## config.mk

```make
export PLATFORM = sky130hd
export DESIGN_NAME = exec_core
export DESIGN_NICKNAME = d
export VERILOG_FILES = /design/src/shared/exec_pkg.sv /design/src/exec_core.sv /design/src/sub_unit.sv
export SDC_FILE = /design/constraint.sdc
export NUM_CORES = 1
export LEC_CHECK = 0
export BUFFER_PORTS_ARGS = -buffer_cell sky130_fd_sc_hd__buf_2
export CORE_UTILIZATION = 40
export CTS_CLUSTER_SIZE = 25
export DETAILED_ROUTE_END_ITERATION = 12
export HOLD_SLACK_MARGIN = 0.08
export SLEW_MARGIN = 20
export SYNTH_ARGS = -nofsm -noshare
export SYNTH_HDL_FRONTEND = slang
export SYNTH_SLANG_ARGS = --single-unit
export TNS_END_PERCENT = 50
```

## constraint.sdc

```tcl
create_clock -name clk_sys_in -period 5.9 [get_ports clk_sys_in]
set_input_delay 1.18 -clock clk_sys_in [delete_from_list [all_inputs] [get_ports clk_sys_in]]
set_output_delay 1.18 -clock clk_sys_in [all_outputs]
set_load 0.05 [all_outputs]
```

## src/shared/exec_pkg.sv

```systemverilog
// package: constants, opcodes and carriers of the set-to-xor execute block
package exec_pkg;

	// ------------------------------------------------------------
	// widths and sizes
	// ------------------------------------------------------------
	localparam int DATA_W     = 8;
	localparam int NIBBLE_W   = 4;
	localparam int FILE_DEPTH = 16;
	localparam int FILE_IDX_W = 4;
	localparam int BIT_IDX_W  = 3;
	localparam int OP_W       = 5;
	localparam int ADDR_W     = 8;
	localparam int CYCLE_W    = 16;

	// ------------------------------------------------------------
	// apb register byte offsets
	// ------------------------------------------------------------
	localparam logic [ADDR_W-1:0] OFS_INSN   = 8'h00;
	localparam logic [ADDR_W-1:0] OFS_WORK   = 8'h04;
	localparam logic [ADDR_W-1:0] OFS_FLAGS  = 8'h08;
	localparam logic [ADDR_W-1:0] OFS_STATE  = 8'h0c;
	localparam logic [ADDR_W-1:0] OFS_CYCLES = 8'h10;
	localparam logic [ADDR_W-1:0] OFS_FILE   = 8'h40;
	localparam logic [ADDR_W-1:0] FILE_MASK  = 8'hc0;

	// ------------------------------------------------------------
	// instruction word fields
	// ------------------------------------------------------------
	localparam int INSN_OP_LSB  = 0;
	localparam int INSN_BIT_LSB = 8;
	localparam int INSN_IDX_LSB = 12;
	localparam int INSN_IMM_LSB = 16;

	// flags register bit positions
	localparam int FLAG_BORROW = 0;
	localparam int FLAG_HALF   = 1;
	localparam int FLAG_NIL    = 2;
	localparam int FLAG_SIGNED = 3;
	localparam int FLAG_WDT    = 4;
	localparam int FLAG_SLEEP  = 5;
	localparam int FLAG_W      = 6;

	// state register: write this bit to wake the core
	localparam int STATE_WAKE_BIT = 0;

	// reset values and port register index
	localparam logic [DATA_W-1:0]     WORK_RESET = 8'h00;
	localparam logic [DATA_W-1:0]     FILE_RESET = 8'h00;
	localparam logic [DATA_W-1:0]     ALL_ONES   = 8'hff;
	localparam logic [DATA_W-1:0]     ONE        = 8'h01;
	localparam logic [FILE_IDX_W-1:0] PORT_INDEX = 4'h0;

	// ------------------------------------------------------------
	// opcodes
	// ------------------------------------------------------------
	typedef enum logic [OP_W-1:0] {
		op_nop                           = 5'h00,
		op_set_all                       = 5'h01,
		op_bit_force_high                = 5'h02,
		op_stop                          = 5'h03,
		op_subtract_from_immediate       = 5'h04,
		op_subtract_into_work            = 5'h05,
		op_subtract_into_reg             = 5'h06,
		op_subtract_with_borrow_to_work  = 5'h07,
		op_subtract_with_borrow_to_reg   = 5'h08,
		op_nibble_exchange_to_work       = 5'h09,
		op_nibble_exchange_to_reg        = 5'h0a,
		op_skip_if_bit_clear             = 5'h0b,
		op_skip_if_bit_set               = 5'h0c,
		op_load_work_skip_if_zero        = 5'h0d,
		op_retest_reg_skip_if_zero       = 5'h0e,
		op_increment_to_work_skip_if_zero    = 5'h0f,
		op_increment_in_place_skip_if_zero   = 5'h10,
		op_decrement_to_work_skip_if_zero    = 5'h11,
		op_decrement_in_place_skip_if_zero   = 5'h12,
		op_reg_zero_probe                = 5'h13,
		op_exclusive_or_immediate        = 5'h14,
		op_exclusive_or_into_work        = 5'h15,
		op_exclusive_or_into_reg         = 5'h16
	} opcode_t;

	// core state, gray along run -> skip -> sleep
	typedef enum logic [1:0] {
		st_run   = 2'b00,
		st_skip  = 2'b01,
		st_sleep = 2'b11
	} core_state_t;

	// status flags
	typedef struct packed {
		logic sleep_entered_flag;
		logic watchdog_expired_flag;
		logic signed_range_flag;
		logic result_nil_flag;
		logic half_borrow_flag;
		logic borrow_bit;
	} flags_t;

	// decoded instruction word
	typedef struct packed {
		logic [DATA_W-1:0]     imm;
		logic [FILE_IDX_W-1:0] idx;
		logic [BIT_IDX_W-1:0]  bit_sel;
		logic [OP_W-1:0]       op;
	} insn_t;

	// subtractor results
	typedef struct packed {
		logic [DATA_W-1:0] diff;
		logic              borrow;
		logic              half_borrow;
		logic              overflow;
	} sub_out_t;

endpackage

```

## src/exec_core.sv

```systemverilog
// file: execute stage for set-all through exclusive-or, with apb access
// ------------------------------------------------------------
// Summary of operation
// - set-all writes ff into the register in one cycle, flags kept
// - bit_force_high sets one chosen bit in one cycle, others and flags kept
// - stop takes one cycle, updates watchdog and sleep flags, halts core and clock
// - while asleep every port pin holds its value from before sleep
// - subtract_from_immediate puts immediate minus work into work, four flags updated
// - register minus work into work or register, four arithmetic flags updated
// - register minus work minus borrow into work or register, four flags updated
// - nibble exchange of register into work or register, one cycle, no flags
// - skip_if_bit_clear skips next instruction when chosen bit is zero
// - skip_if_bit_set skips when bit is one, one or two cycles, no flags
// - copy register to work or itself, skip if zero, no flags
// - increment register to work or register, skip when result zero, no flags
// - decrement register to work or register, skip when result zero
// - reg_zero_probe rewrites register with itself, only nil flag updated
// - exclusive_or_immediate xors immediate with work into work, nil flag updated
// - xor register with work into work or register, nil flag only
// ------------------------------------------------------------
//
// The register offsets and the APB register port were decided locally.
`timescale 1ns/100ps
`default_nettype none

module exec_core
	import exec_pkg::*;
#(
	parameter int DEPTH = FILE_DEPTH
) (
	input  wire logic              clk_sys_in,
	input  wire logic              resetn_in,
	input  wire logic              psel_in,
	input  wire logic              penable_in,
	input  wire logic              pwrite_in,
	input  wire logic [ADDR_W-1:0] paddr_in,
	input  wire logic [31:0]       pwdata_in,
	output logic      [31:0]       prdata_out,
	output logic                   pready_out,
	output logic                   pslverr_out,
	input  wire logic              wake_in,
	output logic      [DATA_W-1:0] io_port_out,
	output logic                   sleep_out,
	output logic                   clock_run_out
);

	// ------------------------------------------------------------
	// state
	// ------------------------------------------------------------
	core_state_t         state,      next_state;
	logic [DATA_W-1:0]   work,       next_work;
	flags_t              flags,      next_flags;
	logic [DATA_W-1:0]   file_mem   [DEPTH];
	logic [DATA_W-1:0]   next_file  [DEPTH];
	insn_t               last_insn,  next_last_insn;
	logic [CYCLE_W-1:0]  cycles,     next_cycles;
	logic [31:0]         rd_data,    next_rd_data;

	// ------------------------------------------------------------
	// decode and operands
	// ------------------------------------------------------------
	logic                setup;
	logic                access;
	logic                wr;
	logic                addr_file;
	logic                addr_known;
	logic                asleep;
	insn_t               insn;
	logic [DATA_W-1:0]   operand;
	logic [DATA_W-1:0]   sub_a;
	logic                sub_bin;
	sub_out_t            sub_res;
	logic [DATA_W-1:0]   inc_val;
	logic [DATA_W-1:0]   dec_val;
	logic [DATA_W-1:0]   bit_mask;
	logic                op_legal;
	logic                refuse;

	assign setup      = psel_in && !penable_in;
	assign access     = psel_in && penable_in;
	assign wr         = access && pwrite_in;
	assign addr_file  = (paddr_in & FILE_MASK) == OFS_FILE;
	assign addr_known = addr_file || paddr_in == OFS_INSN || paddr_in == OFS_WORK
		|| paddr_in == OFS_FLAGS || paddr_in == OFS_STATE || paddr_in == OFS_CYCLES;
	assign asleep     = state == st_sleep;
	assign insn       = {pwdata_in[INSN_IMM_LSB +: DATA_W], pwdata_in[INSN_IDX_LSB +: FILE_IDX_W],
		pwdata_in[INSN_BIT_LSB +: BIT_IDX_W], pwdata_in[INSN_OP_LSB +: OP_W]};
	assign operand    = file_mem[insn.idx];
	assign inc_val    = operand + ONE;
	assign dec_val    = operand - ONE;
	assign bit_mask   = ONE << insn.bit_sel;

	always_comb begin
		unique case (opcode_t'(insn.op))
			op_nop, op_set_all, op_bit_force_high, op_stop, op_subtract_from_immediate,
			op_subtract_into_work, op_subtract_into_reg, op_subtract_with_borrow_to_work,
			op_subtract_with_borrow_to_reg, op_nibble_exchange_to_work,
			op_nibble_exchange_to_reg, op_skip_if_bit_clear, op_skip_if_bit_set,
			op_load_work_skip_if_zero, op_retest_reg_skip_if_zero,
			op_increment_to_work_skip_if_zero, op_increment_in_place_skip_if_zero,
			op_decrement_to_work_skip_if_zero, op_decrement_in_place_skip_if_zero,
			op_reg_zero_probe, op_exclusive_or_immediate, op_exclusive_or_into_work,
			op_exclusive_or_into_reg:
				op_legal = 1'b1;
			default:
				op_legal = 1'b0;
		endcase
	end

	// immediate form uses the immediate as minuend, others the register
	always_comb begin
		sub_a   = operand;
		sub_bin = 1'b0;
		if (insn.op == op_subtract_from_immediate) begin
			sub_a = insn.imm;
		end
		if (insn.op == op_subtract_with_borrow_to_work
			|| insn.op == op_subtract_with_borrow_to_reg) begin
			sub_bin = flags.borrow_bit;
		end
	end

	sub_unit #(
		.WIDTH (DATA_W),
		.HALF  (NIBBLE_W)
	) u_sub (
		.minuend_in      (sub_a),
		.subtrahend_in   (work),
		.borrow_in       (sub_bin),
		.diff_out        (sub_res.diff),
		.borrow_out      (sub_res.borrow),
		.half_borrow_out (sub_res.half_borrow),
		.overflow_out    (sub_res.overflow)
	);

	// ------------------------------------------------------------
	// apb answer
	// ------------------------------------------------------------
	// writes to any register but the state register are refused while asleep
	assign refuse = !addr_known
		|| (pwrite_in && asleep && paddr_in != OFS_STATE && paddr_in != OFS_CYCLES)
		|| (pwrite_in && paddr_in == OFS_INSN && !op_legal)
		|| (pwrite_in && paddr_in == OFS_CYCLES);

	assign pready_out    = 1'b1;
	assign pslverr_out   = access && refuse;
	assign prdata_out    = rd_data;
	assign io_port_out   = file_mem[PORT_INDEX];
	assign sleep_out     = asleep;
	assign clock_run_out = !asleep;

	// ------------------------------------------------------------
	// next state
	// ------------------------------------------------------------
	always_comb begin
		logic skip;
		logic nil_upd;
		logic arith_upd;
		logic [DATA_W-1:0] res;
		skip           = 1'b0;
		nil_upd        = 1'b0;
		arith_upd      = 1'b0;
		res            = '0;
		next_state     = state;
		next_work      = work;
		next_flags     = flags;
		next_file      = file_mem;
		next_last_insn = last_insn;
		next_cycles    = cycles;
		next_rd_data   = rd_data;

		// read data captured in the setup cycle
		if (setup && !pwrite_in) begin
			next_rd_data = '0;
			if (addr_file) begin
				next_rd_data[DATA_W-1:0] = file_mem[paddr_in[FILE_IDX_W+1:2]];
			end else if (paddr_in == OFS_INSN) begin
				next_rd_data[INSN_IMM_LSB +: DATA_W]     = last_insn.imm;
				next_rd_data[INSN_IDX_LSB +: FILE_IDX_W] = last_insn.idx;
				next_rd_data[INSN_BIT_LSB +: BIT_IDX_W]  = last_insn.bit_sel;
				next_rd_data[INSN_OP_LSB +: OP_W]        = last_insn.op;
			end else if (paddr_in == OFS_WORK) begin
				next_rd_data[DATA_W-1:0] = work;
			end else if (paddr_in == OFS_FLAGS) begin
				next_rd_data[FLAG_W-1:0] = flags;
			end else if (paddr_in == OFS_STATE) begin
				next_rd_data[1:0] = state;
			end else if (paddr_in == OFS_CYCLES) begin
				next_rd_data[CYCLE_W-1:0] = cycles;
			end
		end

		if (asleep && wake_in) begin
			next_state = st_run;
		end

		if (wr && !refuse) begin
			if (addr_file) begin
				next_file[paddr_in[FILE_IDX_W+1:2]] = pwdata_in[DATA_W-1:0];
			end else if (paddr_in == OFS_WORK) begin
				next_work = pwdata_in[DATA_W-1:0];
			end else if (paddr_in == OFS_FLAGS) begin
				next_flags = flags_t'(pwdata_in[FLAG_W-1:0]);
			end else if (paddr_in == OFS_STATE) begin
				if (asleep && pwdata_in[STATE_WAKE_BIT]) begin
					next_state = st_run;
				end
			end else if (paddr_in == OFS_INSN) begin
				next_last_insn = insn;
				next_cycles    = cycles + 16'h0001;
				if (state == st_skip) begin
					next_state = st_run;
				end else begin
					unique case (opcode_t'(insn.op))
						op_set_all: begin
							next_file[insn.idx] = ALL_ONES;
						end
						op_bit_force_high: begin
							next_file[insn.idx] = operand | bit_mask;
						end
						op_stop: begin
							next_flags.watchdog_expired_flag = 1'b0;
							next_flags.sleep_entered_flag    = 1'b1;
							next_state = st_sleep;
						end
						op_subtract_from_immediate, op_subtract_into_work,
						op_subtract_with_borrow_to_work: begin
							next_work = sub_res.diff;
							res       = sub_res.diff;
							arith_upd = 1'b1;
						end
						op_subtract_into_reg, op_subtract_with_borrow_to_reg: begin
							next_file[insn.idx] = sub_res.diff;
							res       = sub_res.diff;
							arith_upd = 1'b1;
						end
						op_nibble_exchange_to_work: begin
							next_work = {operand[NIBBLE_W-1:0],
								operand[DATA_W-1:NIBBLE_W]};
						end
						op_nibble_exchange_to_reg: begin
							next_file[insn.idx] = {operand[NIBBLE_W-1:0],
								operand[DATA_W-1:NIBBLE_W]};
						end
						op_skip_if_bit_clear: begin
							skip = !operand[insn.bit_sel];
						end
						op_skip_if_bit_set: begin
							skip = operand[insn.bit_sel];
						end
						op_load_work_skip_if_zero: begin
							next_work = operand;
							skip = operand == '0;
						end
						op_retest_reg_skip_if_zero: begin
							skip = operand == '0;
						end
						op_increment_to_work_skip_if_zero: begin
							next_work = inc_val;
							skip = inc_val == '0;
						end
						op_increment_in_place_skip_if_zero: begin
							next_file[insn.idx] = inc_val;
							skip = inc_val == '0;
						end
						op_decrement_to_work_skip_if_zero: begin
							next_work = dec_val;
							skip = dec_val == '0;
						end
						op_decrement_in_place_skip_if_zero: begin
							next_file[insn.idx] = dec_val;
							skip = dec_val == '0;
						end
						op_reg_zero_probe: begin
							res     = operand;
							nil_upd = 1'b1;
						end
						op_exclusive_or_immediate, op_exclusive_or_into_work: begin
							res = (insn.op == op_exclusive_or_immediate)
								? insn.imm ^ work : operand ^ work;
							next_work = res;
							nil_upd   = 1'b1;
						end
						op_exclusive_or_into_reg: begin
							res = operand ^ work;
							next_file[insn.idx] = res;
							nil_upd = 1'b1;
						end
						default: begin
						end
					endcase
					if (skip) begin
						next_state = st_skip;
					end
					if (arith_upd) begin
						next_flags.borrow_bit        = sub_res.borrow;
						next_flags.half_borrow_flag  = sub_res.half_borrow;
						next_flags.signed_range_flag = sub_res.overflow;
					end
					if (arith_upd || nil_upd) begin
						next_flags.result_nil_flag = res == '0;
					end
				end
			end
		end
	end

	// ------------------------------------------------------------
	// registers
	// ------------------------------------------------------------
	always_ff @(posedge clk_sys_in or negedge resetn_in) begin
		if (!resetn_in) begin
			state     <= st_run;
			work      <= WORK_RESET;
			flags     <= '0;
			file_mem  <= '{default: FILE_RESET};
			last_insn <= '0;
			cycles    <= '0;
			rd_data   <= '0;
		end else begin
			state     <= next_state;
			work      <= next_work;
			flags     <= next_flags;
			file_mem  <= next_file;
			last_insn <= next_last_insn;
			cycles    <= next_cycles;
			rd_data   <= next_rd_data;
		end
	end

endmodule // exec_core

`default_nettype wire

```

## src/sub_unit.sv

```systemverilog
// file: borrow subtractor with half-borrow and signed overflow
`timescale 1ns/100ps
`default_nettype none

module sub_unit
	import exec_pkg::*;
#(
	parameter int WIDTH = DATA_W,
	parameter int HALF  = NIBBLE_W
) (
	input  wire logic [WIDTH-1:0] minuend_in,
	input  wire logic [WIDTH-1:0] subtrahend_in,
	input  wire logic             borrow_in,
	output logic      [WIDTH-1:0] diff_out,
	output logic                  borrow_out,
	output logic                  half_borrow_out,
	output logic                  overflow_out
);

	logic [WIDTH:0] full;
	logic [HALF:0]  low;

	always_comb begin
		full = {1'b0, minuend_in} - {1'b0, subtrahend_in} - {{WIDTH{1'b0}}, borrow_in};
		low  = {1'b0, minuend_in[HALF-1:0]} - {1'b0, subtrahend_in[HALF-1:0]}
			- {{HALF{1'b0}}, borrow_in};
		diff_out        = full[WIDTH-1:0];
		borrow_out      = full[WIDTH];
		half_borrow_out = low[HALF];
		overflow_out    = (minuend_in[WIDTH-1] != subtrahend_in[WIDTH-1])
			&& (full[WIDTH-1] != minuend_in[WIDTH-1]);
	end

endmodule // sub_unit

`default_nettype wire

```

### Word-level counts from Yosys, hierarchy flattened

Memories as Yosys holds them, arrays and structs flattened.
Index checks and enable logic that the tools add are counted.

* bits of input ports: 46
* logic and storage cells: 264
* register bits after elaboration: 204
* ROM bits: 32
* memories kept: 1
* output and inout port bits: 44

* muxes and demuxes: 107
* bitwise operators: 10
* $lt $le $gt $ge: 5
* reductions and logical operators: 61
* $add $sub $neg: 7
* shifts and indexed selects: 1
* equality and inequality tests: 42

Memory list
* (name not given): depth 32, bits a word 1, rd ports 1, clocked after Yosys merged registers in 0, wr ports 0, RTL line exec_core.sv:94 `unique case (opcode_t'(insn.op))`

Operator list (number)
* bitwise mux 128 bit: 7
* case mux 128 bit (7 select lines): 1
* two-way mux 128 bit: 6
* two-way mux 8 bit: 24
* two-way mux 16 bit: 8
* OR 128 bit: 1
* binary-select mux 8 bit (select 4 bit): 2
* demux 8 bit (select 4 bit): 2
* case mux 8 bit (6 select lines): 1
* == test 5 x 4 -> 1 bit, second input constant: 8
* logical NOT 8 bit: 5
* == test 5 bit, second input constant: 7
* AND reduction 7 bit: 5
* case mux 8 bit (4 select lines): 1
* two-way mux 6 bit: 5
* two-way mux 1 bit: 28
* two-way mux 2 bit: 14
* == test 5 x 3 -> 1 bit, second input constant: 4
* logical AND 1 bit: 17
* adder 16 x 1 -> 16 bit, second input constant: 1
* == test 8 x 4 -> 1 bit, second input constant: 2
* XOR 8 bit: 2
* two-way mux 14 bit: 1
* inequality test 2 bit, second input constant: 7
* 39 further kinds: 74

### Longest topological paths before layout

* depth after elaboration: 23
* depth in mapped cells: 22
* gate-level depth less buffers: 17

### By module

From an unflattened synthesis, not the netlist that was laid out.

* cells, all modules: 1839
* area total of the unflattened synthesis: 15811.4 um2

Modules (own cells, without submodules)
* exec_core: seq. area each 5104.9 um2, area an instance 15203.3 um2, cells each 1754, instances 1
* sub_unit: seq. area each 0.0 um2, area an instance 608.1 um2, cells each 85, instances 1

### Worst setup path after synthesis

Ideal clock, no wire load.

* path kind: input port to flip-flop
* start point: input pwdata_in[2]
* end point: register file_mem[71] in the netlist's numbering
* required time: 5.811 ns
* data arrival time: 5.040 ns
* stages on the path: 15
* slack: 0.772 ns
* library setup time: 0.089 ns
* path buffers: 2
* path through: clkbuf_1 > or4b_1 > nor2_1 > clkbuf_1 > o21ai_0 > fa_1 > ha_1 > o21ai_0 > a2111oi_0 > nor3_1 > o21ai_1 > xor2_1 > a21oi_2 > a21o_1 > o221ai_2

* word-level cells in the longest chain between the ends: 12
* elaborated cells between the ends (all ways): 33
* those cells by class: add/sub: 2; eq/ne: 10; mux: 10; reduce/logical: 10; memory: 1

RTL lines
* from (decl): RTL line exec_core.sv:37 `input wire logic [31:0] pwdata_in,`
* == test 5 x 3 -> 1 bit (tied with other cells): RTL line exec_core.sv:114 `if (insn.op == op_subtract_from_immediate) begin`
* two-way mux 8 bit or logical OR 1 bit (tied branches): RTL line exec_core.sv:114, exec_core.sv:118
* subtractor 8 x 8 -> 9 bit or two-way mux 1 bit (tied branches): RTL line sub_unit.sv:24, exec_core.sv:117
* subtractor 9 x 1 -> 9 bit: RTL line sub_unit.sv:24 `full = {1'b0, minuend_in} - {1'b0, subtrahend_in} - {{WIDTH{1'b0}}, borrow_in};`
* bitwise mux 128 bit: RTL line exec_core.sv:233 `next_file[insn.idx] = sub_res.diff;`
* case mux 128 bit (7 select lines): RTL line exec_core.sv:214 `unique case (opcode_t'(insn.op))`
* two-way mux 128 bit: RTL line exec_core.sv:211 `if (state == st_skip) begin`
* two-way mux 128 bit: RTL line exec_core.sv:208 `end else if (paddr_in == OFS_INSN) begin`
* two-way mux 128 bit: RTL line exec_core.sv:204 `end else if (paddr_in == OFS_STATE) begin`
* two-way mux 128 bit: RTL line exec_core.sv:202 `end else if (paddr_in == OFS_FLAGS) begin`
* two-way mux 128 bit: RTL line exec_core.sv:200 `end else if (paddr_in == OFS_WORK) begin`
* two-way mux 128 bit: RTL line exec_core.sv:198 `if (addr_file) begin`
* to (signal assigned): RTL line exec_core.sv:324 `file_mem <= next_file;`
* to (decl): RTL line exec_core.sv:53 `logic [DATA_W-1:0] file_mem [DEPTH];`

Several ways; a longest one is shown, not always the timed one. The select of a mux whose other input is x is not followed.
A chain may end at the register's enable or synchronous reset.

### Final worst setup path

* start point: input pwdata_in[12]
* end point: register file_mem (netlist bit io_port_out[5])

* word-level cells in the longest chain between the ends: 15
* elaborated cells between the ends (all ways): 30
* those cells by class: add/sub: 4; order compare: 2; mux: 19; bitwise: 4; reduce/logical: 1

RTL lines
* inverter 4 -> 5 bit (not written as such) (*)
* binary-select mux 8 bit (select 4 bit): RTL line exec_core.sv:88 `assign operand = file_mem[insn.idx];`
* two-way mux 8 bit (not written as such) (2 in a row): RTL line exec_core.sv:88
* two-way mux 8 bit: RTL line exec_core.sv:114
* subtractor 8 x 8 -> 9 bit: RTL line sub_unit.sv:24
* subtractor 9 x 1 -> 9 bit: RTL line sub_unit.sv:24
* bitwise mux 128 bit: RTL line exec_core.sv:233
* case mux 128 bit (7 select lines) (*): RTL line exec_core.sv:214
* two-way mux 128 bit (*): RTL line exec_core.sv:211
* two-way mux 128 bit (*): RTL line exec_core.sv:208
* two-way mux 128 bit (*): RTL line exec_core.sv:204
* two-way mux 128 bit (*): RTL line exec_core.sv:202
* two-way mux 128 bit (*): RTL line exec_core.sv:200
* two-way mux 128 bit (*): RTL line exec_core.sv:198

Mark *: on every way between the ends. The rest lies on a longest branch, timed or not. The select of a mux whose other input is x is not followed.

==> flow_summary.toml <==
[worst_hold_path]
hold_depth = 2
whs_endpoint = "last_insn[16]"
hold_path.class = "register to register"
hp-start = "last_insn[16]"

[cts]
clock-root-buffer = "clkbuf_16"
cts_tree = "built"
clk_path_buf_depth = 3
path_clk_slew_ps = 60
clock_latency_ps = 570
post_cts_resized = 0
ctsHoldBuffers = 0
cts_setup_buffers = 0
cts_buffers = 24
clkSinkCount = 204
htree_levels = 1

[drt]
viasPerCell = 6.83
avgRoutedWirePerCell_um = 29.5
firstDrtPassIters = 8
vias = 15667
drt_wl_total_mm = 67.5
drc = 0
drt-initial-drc-count = 2184
antenna_left = 0

[finish]
synthToLayoutAreaGrowth_pct = 13.6
diodes = 0
fillers = 3612
layout-drive-gt1-share_pct = 19.5
nets = 1838

[timing]
finalCritPeriodShare_pct = 92.3
holdWs_ps = 475
relSlewSlack_pct = 20.7
finalCriticalPeriod_ps = 5440
grt_setup_unrepaired = "false"
fmax_ghz = 0.184
tns_ps = 0
finalMaxSlewViolations = 0
fin_worst_skew_ps = 38.5
finalSetupViolCount = 0
finalHoldViolCount = 0
tightest_slew_ps = 1180

[synthesis]
synth_most_common_cell = "dfrtp_1"
synth-edff-count = 0
synthArstFlopShare_pct = 100
ys_top_cells_by_area = "dfrtp_1 34%, mux4_2 8.7%, a21oi_1 5.1%, nand2_1 4.8%, o22a_1 3.8%"
synth_area_um2 = 15100
netlist.area_leader.share_pct = 33.9
synth_commonest_cells = "204 x dfrtp_1, 192 x nand2_1, 155 x a21oi_1, 127 x nor2_1, 101 x o21ai_0"
yosys_warnings = 0
postSynthAreaPerCell_um2 = 8.86
yosysTopAreaCell = "dfrtp_1"
synthDistinctLibCells = 91
synth_cells = 1701
ys.flop_type = "dfrtp_1"
ys_seq_area_share_pct = 33.9
synth.ff_latch_count = 204

[placement]
gp_congestion = 1.04
dpl.hpwl_mm = 49.8
io_buffers = 71

[worst_setup_path]
ff2ff_path_depth = 15
r2r_slack_ps = 950
worstPathCellList = "buf_2 > mux4_1 > a22oi_1 > and2_1 > o21ai_0 > fa_1 > ha_1 > o21ai_0 > a2111oi_0 > buf_4 > o31ai_1 > xnor2_1 > nand2_1 > o211a_1 > and2_1 > a31oi_1"
cp-end-kind = "register"
r2r-end = "io_port_out[5]"
worst_setup_path_start_kind = "primary input"
slowest_stage = "mux4_1"
arrival_ps = 5930
cp_slowest_stage_delay_ps = 590
crit_start = "pwdata_in[12]"
regToRegStartpoint = "file_mem[80]"
criticalPathCategory = "primary input to register"
crit_fanout = 6
crit_required_ps = 6380

[power]
power_density_nw_per_um2 = 291
leakagePower_nw = 7.10
peakVddDrop_uv = 252

[floorplanning]
die_w_um = 196
start_util_pct = 40.9
row_count = 70
dieArea_um2 = 38500
io_pins = 90
die_h_um = 196
coreArea_um2 = 36900

[global_routing]
grt_pass1_vias = 15057
grt_max_degree = 111
gr-total-overflow = 0
grt_first_pass_wirelength_mm = 99.9
track_usage_pct = 35.0
grt_antenna_before_repair = 0

[status]
status = "finished clean"

[flow_run]
cap_violations = 0
[state kept, by name, summed over array words and instances, names as in the netlist]
register / flops
cycles: 16
file_mem: 120
flags: 6
io_port_out: 8
last_insn: 20
prdata_out: 24
state: 2
work: 8
[metrics by stage]
step | util, % | cells | setup slack [ps] | power (mW) | cell area (um2)
global route | 46.4 | 2293 | 333 | 5.14 | 17100
finish | 46.4 | 2293 | 455 | 4.98 | 17100
floorplan | - | 1708 | 772 | 2.77 | 15100
global placement | 44.2 | 2251 | 276 | 3.36 | 16300
CTS | 46.4 | 2293 | 737 | 4.93 | 17100
detailed placement | 44.2 | 2251 | 161 | 3.38 | 16300
[critical path: cells and delay by family]
family	cells	cell delay [ps]
AO/OA/AOI/OAI	7	1850
adder cells (fa/ha/maj)	2	820
AND/OR/NAND/NOR	3	670
multiplexers	1	590
buffers and inverters	2	450
XOR/XNOR	1	370
[cell families after synthesis]
logic type / Yosys count / share of synthesized area (%)
DFF: 204 / 33.9
xor gates and xnor gates: 45 / 2.66
AOI/OAI and AO/OA: 607 / 26.8
other: 2 / 0.0498
and+or+nand+nor: 538 / 16.8
buffers and inverters: 191 / 5.86
muxes: 95 / 12.3
adders and majority gates: 19 / 1.68
[power breakdown]
group          switching, mW  total [mW]  internal (mW)
Clock                  0.666        1.56          0.893
Combinational          0.987        1.64          0.656
Sequential             0.187        1.78           1.59
[per-layer routing]
layer	track usage, %	vias to the layer above	share of wire, %
met5	0	-	0
met3	8.10	254	11
li1	-	6570	-
met4	20.6	0	6.9
met2	52.8	1166	43
met1	46.0	7677	39
[area by class of cell]
| type | count | area (um2) | area share (%) |
|---|---|---|---|
| clock buffers | 26 | 618 | 3.61 |
| clock inverters | 16 | 183 | 1.07 |
| inverters | 39 | 146 | 0.855 |
| multi-input cells | 1313 | 9150 | 53.4 |
| flip-flops and latches | 204 | 5100 | 29.8 |
| well taps | 504 | 631 | 3.68 |
| repair buffers | 191 | 1290 | 7.53 |
[cells in the final DEF (no fill, tap or decap), types with 51 or more instances in the layout]
cell / instances
a21oi_1: 155
a31oi_1: 51
buf_2: 70
buf_4: 118
dfrtp_1: 204
mux4_2: 58
nand2_1: 192
nor2_1: 125
o21ai_0: 101
o22a_1: 65
o22ai_1: 77
[how the worst max path moves through the flow]
stage | to | slack [ps] | depth (start not counted)
final | io_port_out[5] | 460 | 16
after detailed placement | file_mem[119] | 160 | 17
after floorplan | file_mem[71] | 770 | 15
after CTS | file_mem[119] | 740 | 17
after global placement | file_mem[109] | 280 | 16
after global routing | flags[2] | 330 | 17
(Power assumes the default switching activity.)
